$ cat src/dpw_cfg.svh
// offsets, field positions, reset values and timing counts of the wiper slave
`ifndef DPW_CFG_SVH
`define DPW_CFG_SVH

// register word offsets (byte addresses)
`define DPW_OFF_WIPER 8'h00
`define DPW_OFF_STORED 8'h04
`define DPW_OFF_STATUS 8'h08
`define DPW_OFF_CTRL 8'h0c

// register word indices, byte address bits [3:2]
`define DPW_IDX_WIPER 2'h0
`define DPW_IDX_STORED 2'h1
`define DPW_IDX_STATUS 2'h2
`define DPW_IDX_CTRL 2'h3

// status field positions
`define DPW_ST_INIT_DONE 0
`define DPW_ST_BUS_BUSY 1
`define DPW_ST_LAST_NOP 2
`define DPW_ST_LAST_CMD_LSB 8

// control field positions
`define DPW_CTRL_SLAVE_EN 0

// reset values
`define DPW_LATCH_RST 8'h00
`define DPW_STORED_RST 8'h80
`define DPW_SLAVE_EN_RST 1'b1

// slave address and command codes
`define DPW_ADDR_PREFIX 4'h5
`define DPW_CMD_WIPER_LATCH_WRITE 8'h11
`define DPW_CMD_STORED_COPY_WRITE 8'h21
`define DPW_CMD_RECALL_STORED_TO_LATCH 8'h61
`define DPW_CMD_SAVE_LATCH_TO_STORED 8'h51

// bus answers
`define DPW_RESP_OKAY 2'h0
`define DPW_RESP_SLVERR 2'h2

// timing: init time in ns, clock period in ns, derived cycle count
`define DPW_INIT_TIME_NS 10000
`define DPW_CLK_PERIOD_NS 4
`define DPW_INIT_CYCLES (`DPW_INIT_TIME_NS / `DPW_CLK_PERIOD_NS)
`define DPW_INIT_CNT_W 12

`endif

$ cat src/dpw_pkg.sv
// types of the wiper slave: serial states and the registered state record
package dpw_pkg;

  // gray coded along start, address, command, data
  typedef enum logic [2:0] {
    DPW_IDLE = 3'h0,
    DPW_ADDR = 3'h1,
    DPW_ADDR_ACK = 3'h3,
    DPW_CMD = 3'h2,
    DPW_CMD_ACK = 3'h6,
    DPW_DATA = 3'h7,
    DPW_DATA_ACK = 3'h5,
    DPW_SKIP = 3'h4
  } dpw_state_e;

  typedef struct packed {
    // serial side
    dpw_state_e st;
    logic [3:0] bitCnt;
    logic [7:0] shift;
    logic [7:0] cmd;
    logic nop;
    logic sdaOe;
    logic sdaOut;
    logic sclPrev;
    logic sdaPrev;
    // wiper storage
    logic [7:0] latch;
    logic [7:0] stored;
    logic [11:0] initCnt;
    logic initDone;
    logic slaveEn;
    logic [7:0] lastCmd;
    logic lastNop;
    // register bus
    logic awready;
    logic wready;
    logic awHeld;
    logic wHeld;
    logic [1:0] awIdx;
    logic awBad;
    logic [7:0] wByte;
    logic wLane0;
    logic bvalid;
    logic [1:0] bresp;
    logic arready;
    logic rvalid;
    logic [31:0] rdata;
    logic [1:0] rresp;
  } dpw_state_s;

endpackage

$ cat src/dpw_wiper_i2c_slave.sv
// two-wire write slave steering a 256 tap wiper latch and its stored copy
//
// Contract
// [RULE_01] address top four bits are 0101
// [RULE_02] next two address bits are build parameter
// [RULE_03] address low bit follows select pin
// [RULE_04] eighth bit low writes, high is nop
// [RULE_05] ack low through ninth clock high
// [RULE_06] master supplies the ninth clock pulse
// [RULE_07] sda falling with scl high starts
// [RULE_08] sda rising with scl high stops
// [RULE_09] idle bus leaves both lines high
// [RULE_10] sda stable while scl high
// [RULE_11] start, address, command, data, stop
// [RULE_12] master starts transfers and clocks
// [RULE_13] scl is input only, no stretching
// [RULE_14] sda sampled, driven only as pull-down
// [RULE_15] respond only to own address
// [RULE_16] shift register decodes, steers data byte
// [RULE_17] eight bits pick wiper among 256 taps
// [RULE_18] latch write moves wiper at once
// [RULE_19] stored copy write only saves value
// [RULE_20] latch cleared at power-on reset
// [RULE_21] power-on copies stored value into latch
// [RULE_22] codes 11h latch, 21h stored copy
// [RULE_23] codes 61h recall, 51h save
// [RULE_24] power-up load done within ten us
// [RULE_25] nop or unknown code changes nothing
// [RULE_26] start or stop mid-byte abandons transfer
`include "dpw_cfg.svh"

module dpw_wiper_i2c_slave #(
  parameter logic [1:0] FACTORY_BITS = 2'h0,
  parameter int AXI_ADDR_W = 8
) (
  // clock and reset
  input wire logic clock,
  input wire logic nrst,
  // two-wire link pins
  input wire logic scl,
  input wire logic sdaIn,
  output logic sdaOut,
  output logic sdaOe,
  input wire logic addressSelectPin,
  // wiper side
  output logic [7:0] wiperPos,
  output logic initDone,
  // axi4-lite write address
  input wire logic [AXI_ADDR_W-1:0] s_axi_awaddr,
  input wire logic [2:0] s_axi_awprot,
  input wire logic s_axi_awvalid,
  output logic s_axi_awready,
  // axi4-lite write data
  input wire logic [31:0] s_axi_wdata,
  input wire logic [3:0] s_axi_wstrb,
  input wire logic s_axi_wvalid,
  output logic s_axi_wready,
  // axi4-lite write response
  output logic [1:0] s_axi_bresp,
  output logic s_axi_bvalid,
  input wire logic s_axi_bready,
  // axi4-lite read address
  input wire logic [AXI_ADDR_W-1:0] s_axi_araddr,
  input wire logic [2:0] s_axi_arprot,
  input wire logic s_axi_arvalid,
  output logic s_axi_arready,
  // axi4-lite read data
  output logic [31:0] s_axi_rdata,
  output logic [1:0] s_axi_rresp,
  output logic s_axi_rvalid,
  input wire logic s_axi_rready
);

  localparam logic [`DPW_INIT_CNT_W-1:0] INIT_LAST =
    `DPW_INIT_CNT_W'(`DPW_INIT_CYCLES - 1);

  dpw_pkg::dpw_state_s r;
  dpw_pkg::dpw_state_s n;

  logic sclS;
  logic sdaS;
  logic selS;
  logic sclRise;
  logic sclFall;
  logic startCond;
  logic stopCond;
  logic [6:0] ownAddr;
  logic respond;
  logic wrFire;
  logic arFire;
  logic arBad;
  logic [1:0] arIdx;

  ////////////////////////////////////////////////////////////////////////
  // pin synchronisers; idle lines read high

  dpw_sync #(
    .WIDTH(3),
    .RST_VAL(3'h7)
  ) u_sync (
    .clock(clock),
    .nrst(nrst),
    .d({scl, sdaIn, addressSelectPin}),
    .q({sclS, sdaS, selS})
  );

  ////////////////////////////////////////////////////////////////////////
  // link events from the synchronised levels

  // scl is only sampled, never driven [RULE_13]
  assign sclRise = sclS & ~r.sclPrev;
  assign sclFall = ~sclS & r.sclPrev;
  // sda edges while scl stays high [RULE_07] [RULE_08]
  assign startCond = sclS & r.sclPrev & r.sdaPrev & ~sdaS;
  assign stopCond = sclS & r.sclPrev & ~r.sdaPrev & sdaS;

  // fixed prefix, factory pair, strap bit [RULE_01] [RULE_02] [RULE_03]
  assign ownAddr = {`DPW_ADDR_PREFIX, FACTORY_BITS, selS};

  // no answers until the power-up load is finished
  assign respond = r.slaveEn & r.initDone;

  ////////////////////////////////////////////////////////////////////////
  // register bus decode helpers

  assign wrFire = r.awHeld & r.wHeld & ~r.bvalid;
  assign arFire = r.arready & s_axi_arvalid;
  assign arIdx = s_axi_araddr[3:2];
  assign arBad = (s_axi_araddr[AXI_ADDR_W-1:4] != '0) |
    (s_axi_araddr[1:0] != 2'h0);

  ////////////////////////////////////////////////////////////////////////
  // next state

  always_comb begin
    n = r;
    n.sclPrev = sclS;
    n.sdaPrev = sdaS;
    n.sdaOut = 1'b0;

    // power-up: latch starts cleared, then takes the stored copy
    if (!r.initDone) begin
      if (r.initCnt == INIT_LAST) begin
        n.initDone = 1'b1;
        n.latch = r.stored; // [RULE_21] [RULE_24]
      end else begin
        n.initCnt = r.initCnt + 1'b1;
      end
    end

    // ---------------- axi4-lite write path ----------------
    if (r.awready && s_axi_awvalid) begin
      n.awHeld = 1'b1;
      n.awIdx = s_axi_awaddr[3:2];
      n.awBad = (s_axi_awaddr[AXI_ADDR_W-1:4] != '0) |
        (s_axi_awaddr[1:0] != 2'h0);
    end
    if (r.wready && s_axi_wvalid) begin
      n.wHeld = 1'b1;
      n.wByte = s_axi_wdata[7:0];
      n.wLane0 = s_axi_wstrb[0];
    end
    if (wrFire) begin
      n.awHeld = 1'b0;
      n.wHeld = 1'b0;
      n.bvalid = 1'b1;
      n.bresp = r.awBad ? `DPW_RESP_SLVERR : `DPW_RESP_OKAY;
      if (!r.awBad && r.wLane0) begin
        unique case (r.awIdx)
          `DPW_IDX_WIPER: n.latch = r.wByte;
          `DPW_IDX_STORED: n.stored = r.wByte;
          `DPW_IDX_CTRL: n.slaveEn = r.wByte[`DPW_CTRL_SLAVE_EN];
          `DPW_IDX_STATUS: n.slaveEn = r.slaveEn;
        endcase
      end
    end else if (r.bvalid && s_axi_bready) begin
      n.bvalid = 1'b0;
    end
    // one write outstanding; ready drops while held or answering
    n.awready = ~n.awHeld & ~n.bvalid;
    n.wready = ~n.wHeld & ~n.bvalid;

    // ---------------- axi4-lite read path ----------------
    if (arFire) begin
      n.rvalid = 1'b1;
      n.rdata = 32'h0;
      n.rresp = arBad ? `DPW_RESP_SLVERR : `DPW_RESP_OKAY;
      if (!arBad) begin
        unique case (arIdx)
          `DPW_IDX_WIPER: n.rdata[7:0] = r.latch;
          `DPW_IDX_STORED: n.rdata[7:0] = r.stored;
          `DPW_IDX_STATUS: begin
            n.rdata[`DPW_ST_INIT_DONE] = r.initDone;
            n.rdata[`DPW_ST_BUS_BUSY] = (r.st != dpw_pkg::DPW_IDLE);
            n.rdata[`DPW_ST_LAST_NOP] = r.lastNop;
            n.rdata[`DPW_ST_LAST_CMD_LSB +: 8] = r.lastCmd;
          end
          `DPW_IDX_CTRL: n.rdata[`DPW_CTRL_SLAVE_EN] = r.slaveEn;
        endcase
      end
    end else if (r.rvalid && s_axi_rready) begin
      n.rvalid = 1'b0;
    end
    n.arready = ~n.rvalid;

    // ---------------- two-wire serial path ----------------
    // link updates follow the bus path so they win a same-cycle clash
    if (startCond) begin
      // a repeated start also lands here, dropping any partial byte
      n.st = dpw_pkg::DPW_ADDR; // [RULE_07] [RULE_26]
      n.bitCnt = 4'h0;
      n.sdaOe = 1'b0;
    end else if (stopCond) begin
      n.st = dpw_pkg::DPW_IDLE; // [RULE_08] [RULE_26]
      n.bitCnt = 4'h0;
      n.sdaOe = 1'b0; // [RULE_09]
    end else begin
      unique case (r.st)
        dpw_pkg::DPW_IDLE: begin
          n.sdaOe = 1'b0; // [RULE_09]
        end

        dpw_pkg::DPW_ADDR, dpw_pkg::DPW_CMD, dpw_pkg::DPW_DATA: begin
          // shift one bit per scl high, msb first [RULE_16]
          if (sclRise && r.bitCnt != 4'h8) begin
            n.shift = {r.shift[6:0], sdaS};
            n.bitCnt = r.bitCnt + 4'h1;
          end
          // the falling edge after bit eight opens the ack slot
          if (sclFall && r.bitCnt == 4'h8) begin
            n.bitCnt = 4'h0;
            unique case (r.st)
              dpw_pkg::DPW_ADDR: begin
                if (respond && r.shift[7:1] == ownAddr) begin // [RULE_15]
                  n.nop = r.shift[0]; // [RULE_04]
                  n.sdaOe = 1'b1; // [RULE_05] [RULE_14]
                  n.st = dpw_pkg::DPW_ADDR_ACK;
                end else begin
                  // other slaves' traffic, or any while disabled or loading: stay off the line till start or stop
                  n.st = dpw_pkg::DPW_SKIP;
                end
              end
              dpw_pkg::DPW_CMD: begin
                n.cmd = r.shift;
                n.sdaOe = 1'b1; // [RULE_05]
                n.st = dpw_pkg::DPW_CMD_ACK;
              end
              default: begin
                // data byte: act on the decoded command [RULE_16]
                n.sdaOe = 1'b1; // [RULE_05]
                n.st = dpw_pkg::DPW_DATA_ACK;
                n.lastCmd = r.cmd;
                n.lastNop = r.nop;
                if (!r.nop) begin // [RULE_25]
                  unique case (r.cmd)
                    `DPW_CMD_WIPER_LATCH_WRITE: begin
                      // wiper follows latch directly [RULE_17] [RULE_18]
                      n.latch = r.shift; // [RULE_22]
                    end
                    `DPW_CMD_STORED_COPY_WRITE: begin
                      n.stored = r.shift; // [RULE_19] [RULE_22]
                    end
                    `DPW_CMD_RECALL_STORED_TO_LATCH: begin
                      n.latch = r.stored; // [RULE_23]
                    end
                    `DPW_CMD_SAVE_LATCH_TO_STORED: begin
                      n.stored = r.latch; // [RULE_23]
                    end
                    default: begin
                      n.latch = n.latch; // [RULE_25]
                    end
                  endcase
                end
              end
            endcase
          end
        end

        dpw_pkg::DPW_ADDR_ACK, dpw_pkg::DPW_CMD_ACK: begin
          // pull-down held across the ninth high phase [RULE_05]
          if (sclFall) begin
            n.sdaOe = 1'b0; // [RULE_14]
            n.bitCnt = 4'h0;
            n.st = (r.st == dpw_pkg::DPW_ADDR_ACK) ?
              dpw_pkg::DPW_CMD : dpw_pkg::DPW_DATA;
          end
        end

        dpw_pkg::DPW_DATA_ACK: begin
          // only one data byte counts; later bytes go unanswered
          if (sclFall) begin
            n.sdaOe = 1'b0; // [RULE_14]
            n.st = dpw_pkg::DPW_SKIP;
          end
        end

        dpw_pkg::DPW_SKIP: begin
          n.sdaOe = 1'b0;
        end
      endcase
    end
  end

  ////////////////////////////////////////////////////////////////////////
  // state register

  always_ff @(posedge clock or negedge nrst) begin
    if (!nrst) begin
      r <= '0;
      r.st <= dpw_pkg::DPW_IDLE;
      r.latch <= `DPW_LATCH_RST; // [RULE_20]
      r.stored <= `DPW_STORED_RST;
      r.slaveEn <= `DPW_SLAVE_EN_RST;
      r.sclPrev <= 1'b1;
      r.sdaPrev <= 1'b1;
      r.awready <= 1'b1;
      r.wready <= 1'b1;
      r.arready <= 1'b1;
    end else begin
      r <= n;
    end
  end

  ////////////////////////////////////////////////////////////////////////
  // outputs, each straight from the state register

  assign sdaOut = r.sdaOut;
  assign sdaOe = r.sdaOe;
  assign wiperPos = r.latch; // [RULE_17]
  assign initDone = r.initDone;
  assign s_axi_awready = r.awready;
  assign s_axi_wready = r.wready;
  assign s_axi_bvalid = r.bvalid;
  assign s_axi_bresp = r.bresp;
  assign s_axi_arready = r.arready;
  assign s_axi_rvalid = r.rvalid;
  assign s_axi_rdata = r.rdata;
  assign s_axi_rresp = r.rresp;

endmodule

$ cat src/dpw_sync.sv
// two flip-flop synchroniser, one stage pair per bit
module dpw_sync #(
  parameter int WIDTH = 1,
  parameter logic [WIDTH-1:0] RST_VAL = '0
) (
  // clock and reset
  input wire logic clock,
  input wire logic nrst,
  // asynchronous in, synchronous out
  input wire logic [WIDTH-1:0] d,
  output logic [WIDTH-1:0] q
);

  genvar i;
  generate
    for (i = 0; i < WIDTH; i++) begin : g_bit
      logic meta;
      always_ff @(posedge clock or negedge nrst) begin
        if (!nrst) begin
          meta <= RST_VAL[i];
          q[i] <= RST_VAL[i];
        end else begin
          meta <= d[i];
          q[i] <= meta;
        end
      end
    end
  endgenerate

endmodule

$ cat config.mk
export PLATFORM = sky130hd
export DESIGN_NAME = dpw_wiper_i2c_slave
export DESIGN_NICKNAME = d
export VERILOG_FILES = /design/src/dpw_pkg.sv /design/src/dpw_wiper_i2c_slave.sv /design/src/dpw_sync.sv
export VERILOG_INCLUDE_DIRS = /design/src
export SDC_FILE = /design/constraint.sdc
export NUM_CORES = 1
export LEC_CHECK = 0
export ABC_AREA = 1
export BUFFER_PORTS_ARGS = -buffer_cell sky130_fd_sc_hd__buf_2
export CAP_MARGIN = 15
export CORE_MARGIN = 3
export CORE_UTILIZATION = 55
export CTS_CLUSTER_DIAMETER = 100
export DETAILED_ROUTE_END_ITERATION = 7
export PLACE_DENSITY = 0.88
export SLEW_MARGIN = 25
export SYNTH_ARGS = -nofsm -noshare
export SYNTH_HDL_FRONTEND = slang
export SYNTH_SLANG_ARGS = --single-unit
export TNS_END_PERCENT = 1
$ cat constraint.sdc
create_clock -name clock -period 2 [get_ports clock]
set_input_delay 0.2 -clock clock [delete_from_list [all_inputs] [get_ports clock]]
set_output_delay 0.2 -clock clock [all_outputs]
set_load 0.02 [all_outputs]
==> out/metrics.yaml <==
status: "finished, final reports clean"
power_frac_clock_pct: 27.4
fin_crit_ns: 1.84
switchingPower_mw: 1.49
antenna_found_initial: 0
intPower_mw: 3.37
cp_max_fo: 8
grt_pass1_wl_um: 20500
diodes: 0
synthMuxAreaShare_pct: 0
crit_buf_inv: 1
async_reset_ff_share_pct: 100
worstSetupPathType: "flip-flop to flip-flop"
hp-class: "primary input to flip-flop"
fin_nets: 825
reg2reg_slack_ns: 0.16
syn_area_per_cell_um2: 7.97
power.leakage_nw: 3.23
p_sw_share_pct: 30.7
synthCells: 696
synth_fa_ha_area_share_pct: 0.676
htree_levels: 3
synth_compound_area_share_pct: 10.3
ys.flop_type: "dfrtp_1"
rows: 36
synth_edf_count: 0
rsz0062_at_grt: "false"
synthXorXnorAreaFrac_pct: 1.74
crit_end: "r[80]"
syn2layout_area_growth_pct: 9.92
grt_use_total_pct: 22.1
p_comb_share_pct: 17.6
synth_warnings: 0
fin_area_um2: 6100
maxCapViolCount: 0
post_cts_buffers: 0
drt-total-wl_um: 11600
max_freq_ghz: 0.543
synth-seq-cells: 109
startpoint: "r[115]"
place_congestion: 0.896
setup-violations-final: 0
dr.pass1.iters: 5
start_util_pct: 56.8
start_kind: "flip-flop"
yosys.area.top_type: "dfrtp_1"
crit_slowest_cell: "dfrtp_1"
synthDistinctLibCells: 34
seq_area_frac_synth_pct: 49.4
maxSlewViolCount: 0
cts_max_path_buffers: 2
layout_commonest_cell: "nand2_1"
worst_ep_required_time_ns: 2.25
ir_drop_v: 0.000713
overflow: 0
grt_pass1_vias: 4496
rr_startpoint: "r[115]"
clkLatencyLatePin_ns: 0.36
drc: 0
die_h_um: 106
numPortBuffers: 67
slowest_delay_ns: 0.44
dieArea_um2: 11300
whs_ns: 0.0266
setup_tns_ns: 0
io_pins: 120
detail-route-antenna-nets: 0
tritoncts: "done"
synthTopCellsByArea: "dfrtp_1 (43%), nand2_1 (16%), buf_4 (6.2%), dfstp_2 (6.2%), inv_1 (5.2%)"
vias: 4574
via_per_inst: 5.13
fp.dieW_um: 106
rr_worst_depth: 10
post-dp-hpwl_um: 8580
drive_above_1_share_pct: 15.7
finalHoldViolations: 0
fin_skew_ns: 0.00632
clk_pin_slew_ns: 0.10
core-area_um2: 9770
final_cell_mix: "nand2_1 (231), dfrtp_1 (96), inv_1 (77)"
grt_max_degree: 43
fillers: 879
cp.depth: 10
tritoncts.num_buffers: 9
clock_sinks: 109
worstPathArrival_ns: 2.09
drt_iter0_markers: 317
post_dp_cell_area_um2: 5850
cpLargestDelayFamily: "simple AND/OR/NAND/NOR gates"
yosysTopAreaCellShare_pct: 43.3
seqPwrFrac_pct: 55.0
post_drt_wl_per_cell_um: 13.0
synth_top_family_by_area: "simple AND/OR/NAND/NOR gates"
period_share_pct: 92.0
synthSimpleGateAreaFrac_pct: 25.1
endpoint_kind: "flip-flop"
cts_root_buf: "clkbuf_8"
power_density_nw_per_um2: 797
path_cells: "inv_1 -> ha_1 -> nand2_1 -> nor2_2 -> nand2_2 -> or2_1 -> nor2_8 -> nand2_2 -> o211ai_1 -> nand2_1"
r2r-end: "r[80]"
netlist_area_um2: 5550
-- worst reg2reg max path, delay by kind of cell (launching register included) --
family                     cells  cell delay, ns
adders and majority gates      1            0.14
DFF                            1            0.44
and+or+nand+nor                7            0.94
AOI/OAI and AO/OA              1            0.12
buffers and inverters          1            0.09
-- cell usage after synthesis, types with 5 or more instances --
master / n
a21oi_1: 11
a22o_1: 5
o22ai_1: 22
nor2_1: 47
o211ai_1: 9
nor3_1: 8
o21ai_0: 46
nand3_1: 39
inv_1: 77
buf_4: 46
dfrtp_1: 96
nand2_1: 232
xor2_1: 8
dfstp_2: 13
clkbuf_1: 9
-- kinds of logic after synthesis --
logic type                 after synthesis
buffers and inverters                  136
AOI/OAI and AO/OA                       98
xor gates and xnor gates                11
other                                    1
DFF                                    109
and+or+nand+nor                        338
adders and majority gates                3
-- power by group through the flow --
| stage | sequential (mW) | combinational, mW | clock [mW] |
|---|---|---|---|
| 6_report | 2.68 | 0.854 | 1.33 |
| 5_1_grt | 2.70 | 0.985 | 1.46 |
| 4_1_cts | 2.67 | 0.861 | 1.37 |
| 3_5_place_dp | 2.71 | 0.850 | 0 |
| 3_3_place_gp | 2.69 | 0.813 | 0 |
| 2_1_floorplan | 2.70 | 0.599 | 0 |
-- routing by layer --
layer  vias up  track usage, %  part of all wire (%)
met5         -               0                     0
met2       179            35.7                    47
met3        26            3.95                   6.9
met1      2104            30.0                    44
met4         0            7.85                   2.3
li1       2265               -                     -
-- per-stage QoR --
step	total power, mW	setup WS, ns	util [%]	std cells
2_1_floorplan	3.30	0.296	-	714
3_3_place_gp	3.50	0.219	59.9	872
3_5_place_dp	3.56	0.162	59.9	872
4_1_cts	4.89	0.149	62.3	892
5_1_grt	5.15	0.0114	62.4	892
6_report	4.86	0.160	62.4	892
-- state kept, by name, summed over array words and instances, names as in the netlist --
signal             count
initDone               1
r                     70
s_axi_arready          1
s_axi_awready          1
s_axi_bresp            1
s_axi_bvalid           1
s_axi_rdata           16
s_axi_rresp            1
s_axi_rvalid           1
s_axi_wready           1
sdaOe                  1
u_sync.g_bit.meta      3
u_sync.q               3
wiperPos               8
-- layout make-up --
type / count / area [um^2] / area share (%)
flip-flops and latches: 109 / 2740 / 45.0
multi-input cells: 469 / 2180 / 35.7
repair buffers: 88 / 526 / 8.61
inverters: 77 / 289 / 4.74
well taps: 133 / 166 / 2.73
clock buffers: 11 / 141 / 2.32
clock inverters: 5 / 58.8 / 0.964
-- what timing repair did --
action,CTS,global route
hold endpoints to repair,30,0
hold buffers,4,0
endpoints found under the setup margin,0,11
gates resized for setup,0,3
-- how the worst min path moves through the flow --
stage                     from              to  slack [ns]  cells after the start
6_report        s_axi_wdata[3]           r[43]        0.03                      3
5_1_grt        s_axi_awaddr[3]           r[50]        0.03                      3
2_1_floorplan             nrst        initDone        -0.1                      0
3_3_place_gp              nrst  s_axi_rdata[6]        0.18                      1
4_1_cts         s_axi_wdata[3]           r[43]        0.01                      3
3_5_place_dp              nrst  s_axi_rdata[3]        0.18                      1
Note: power is estimated with default switching activity, not from simulation.
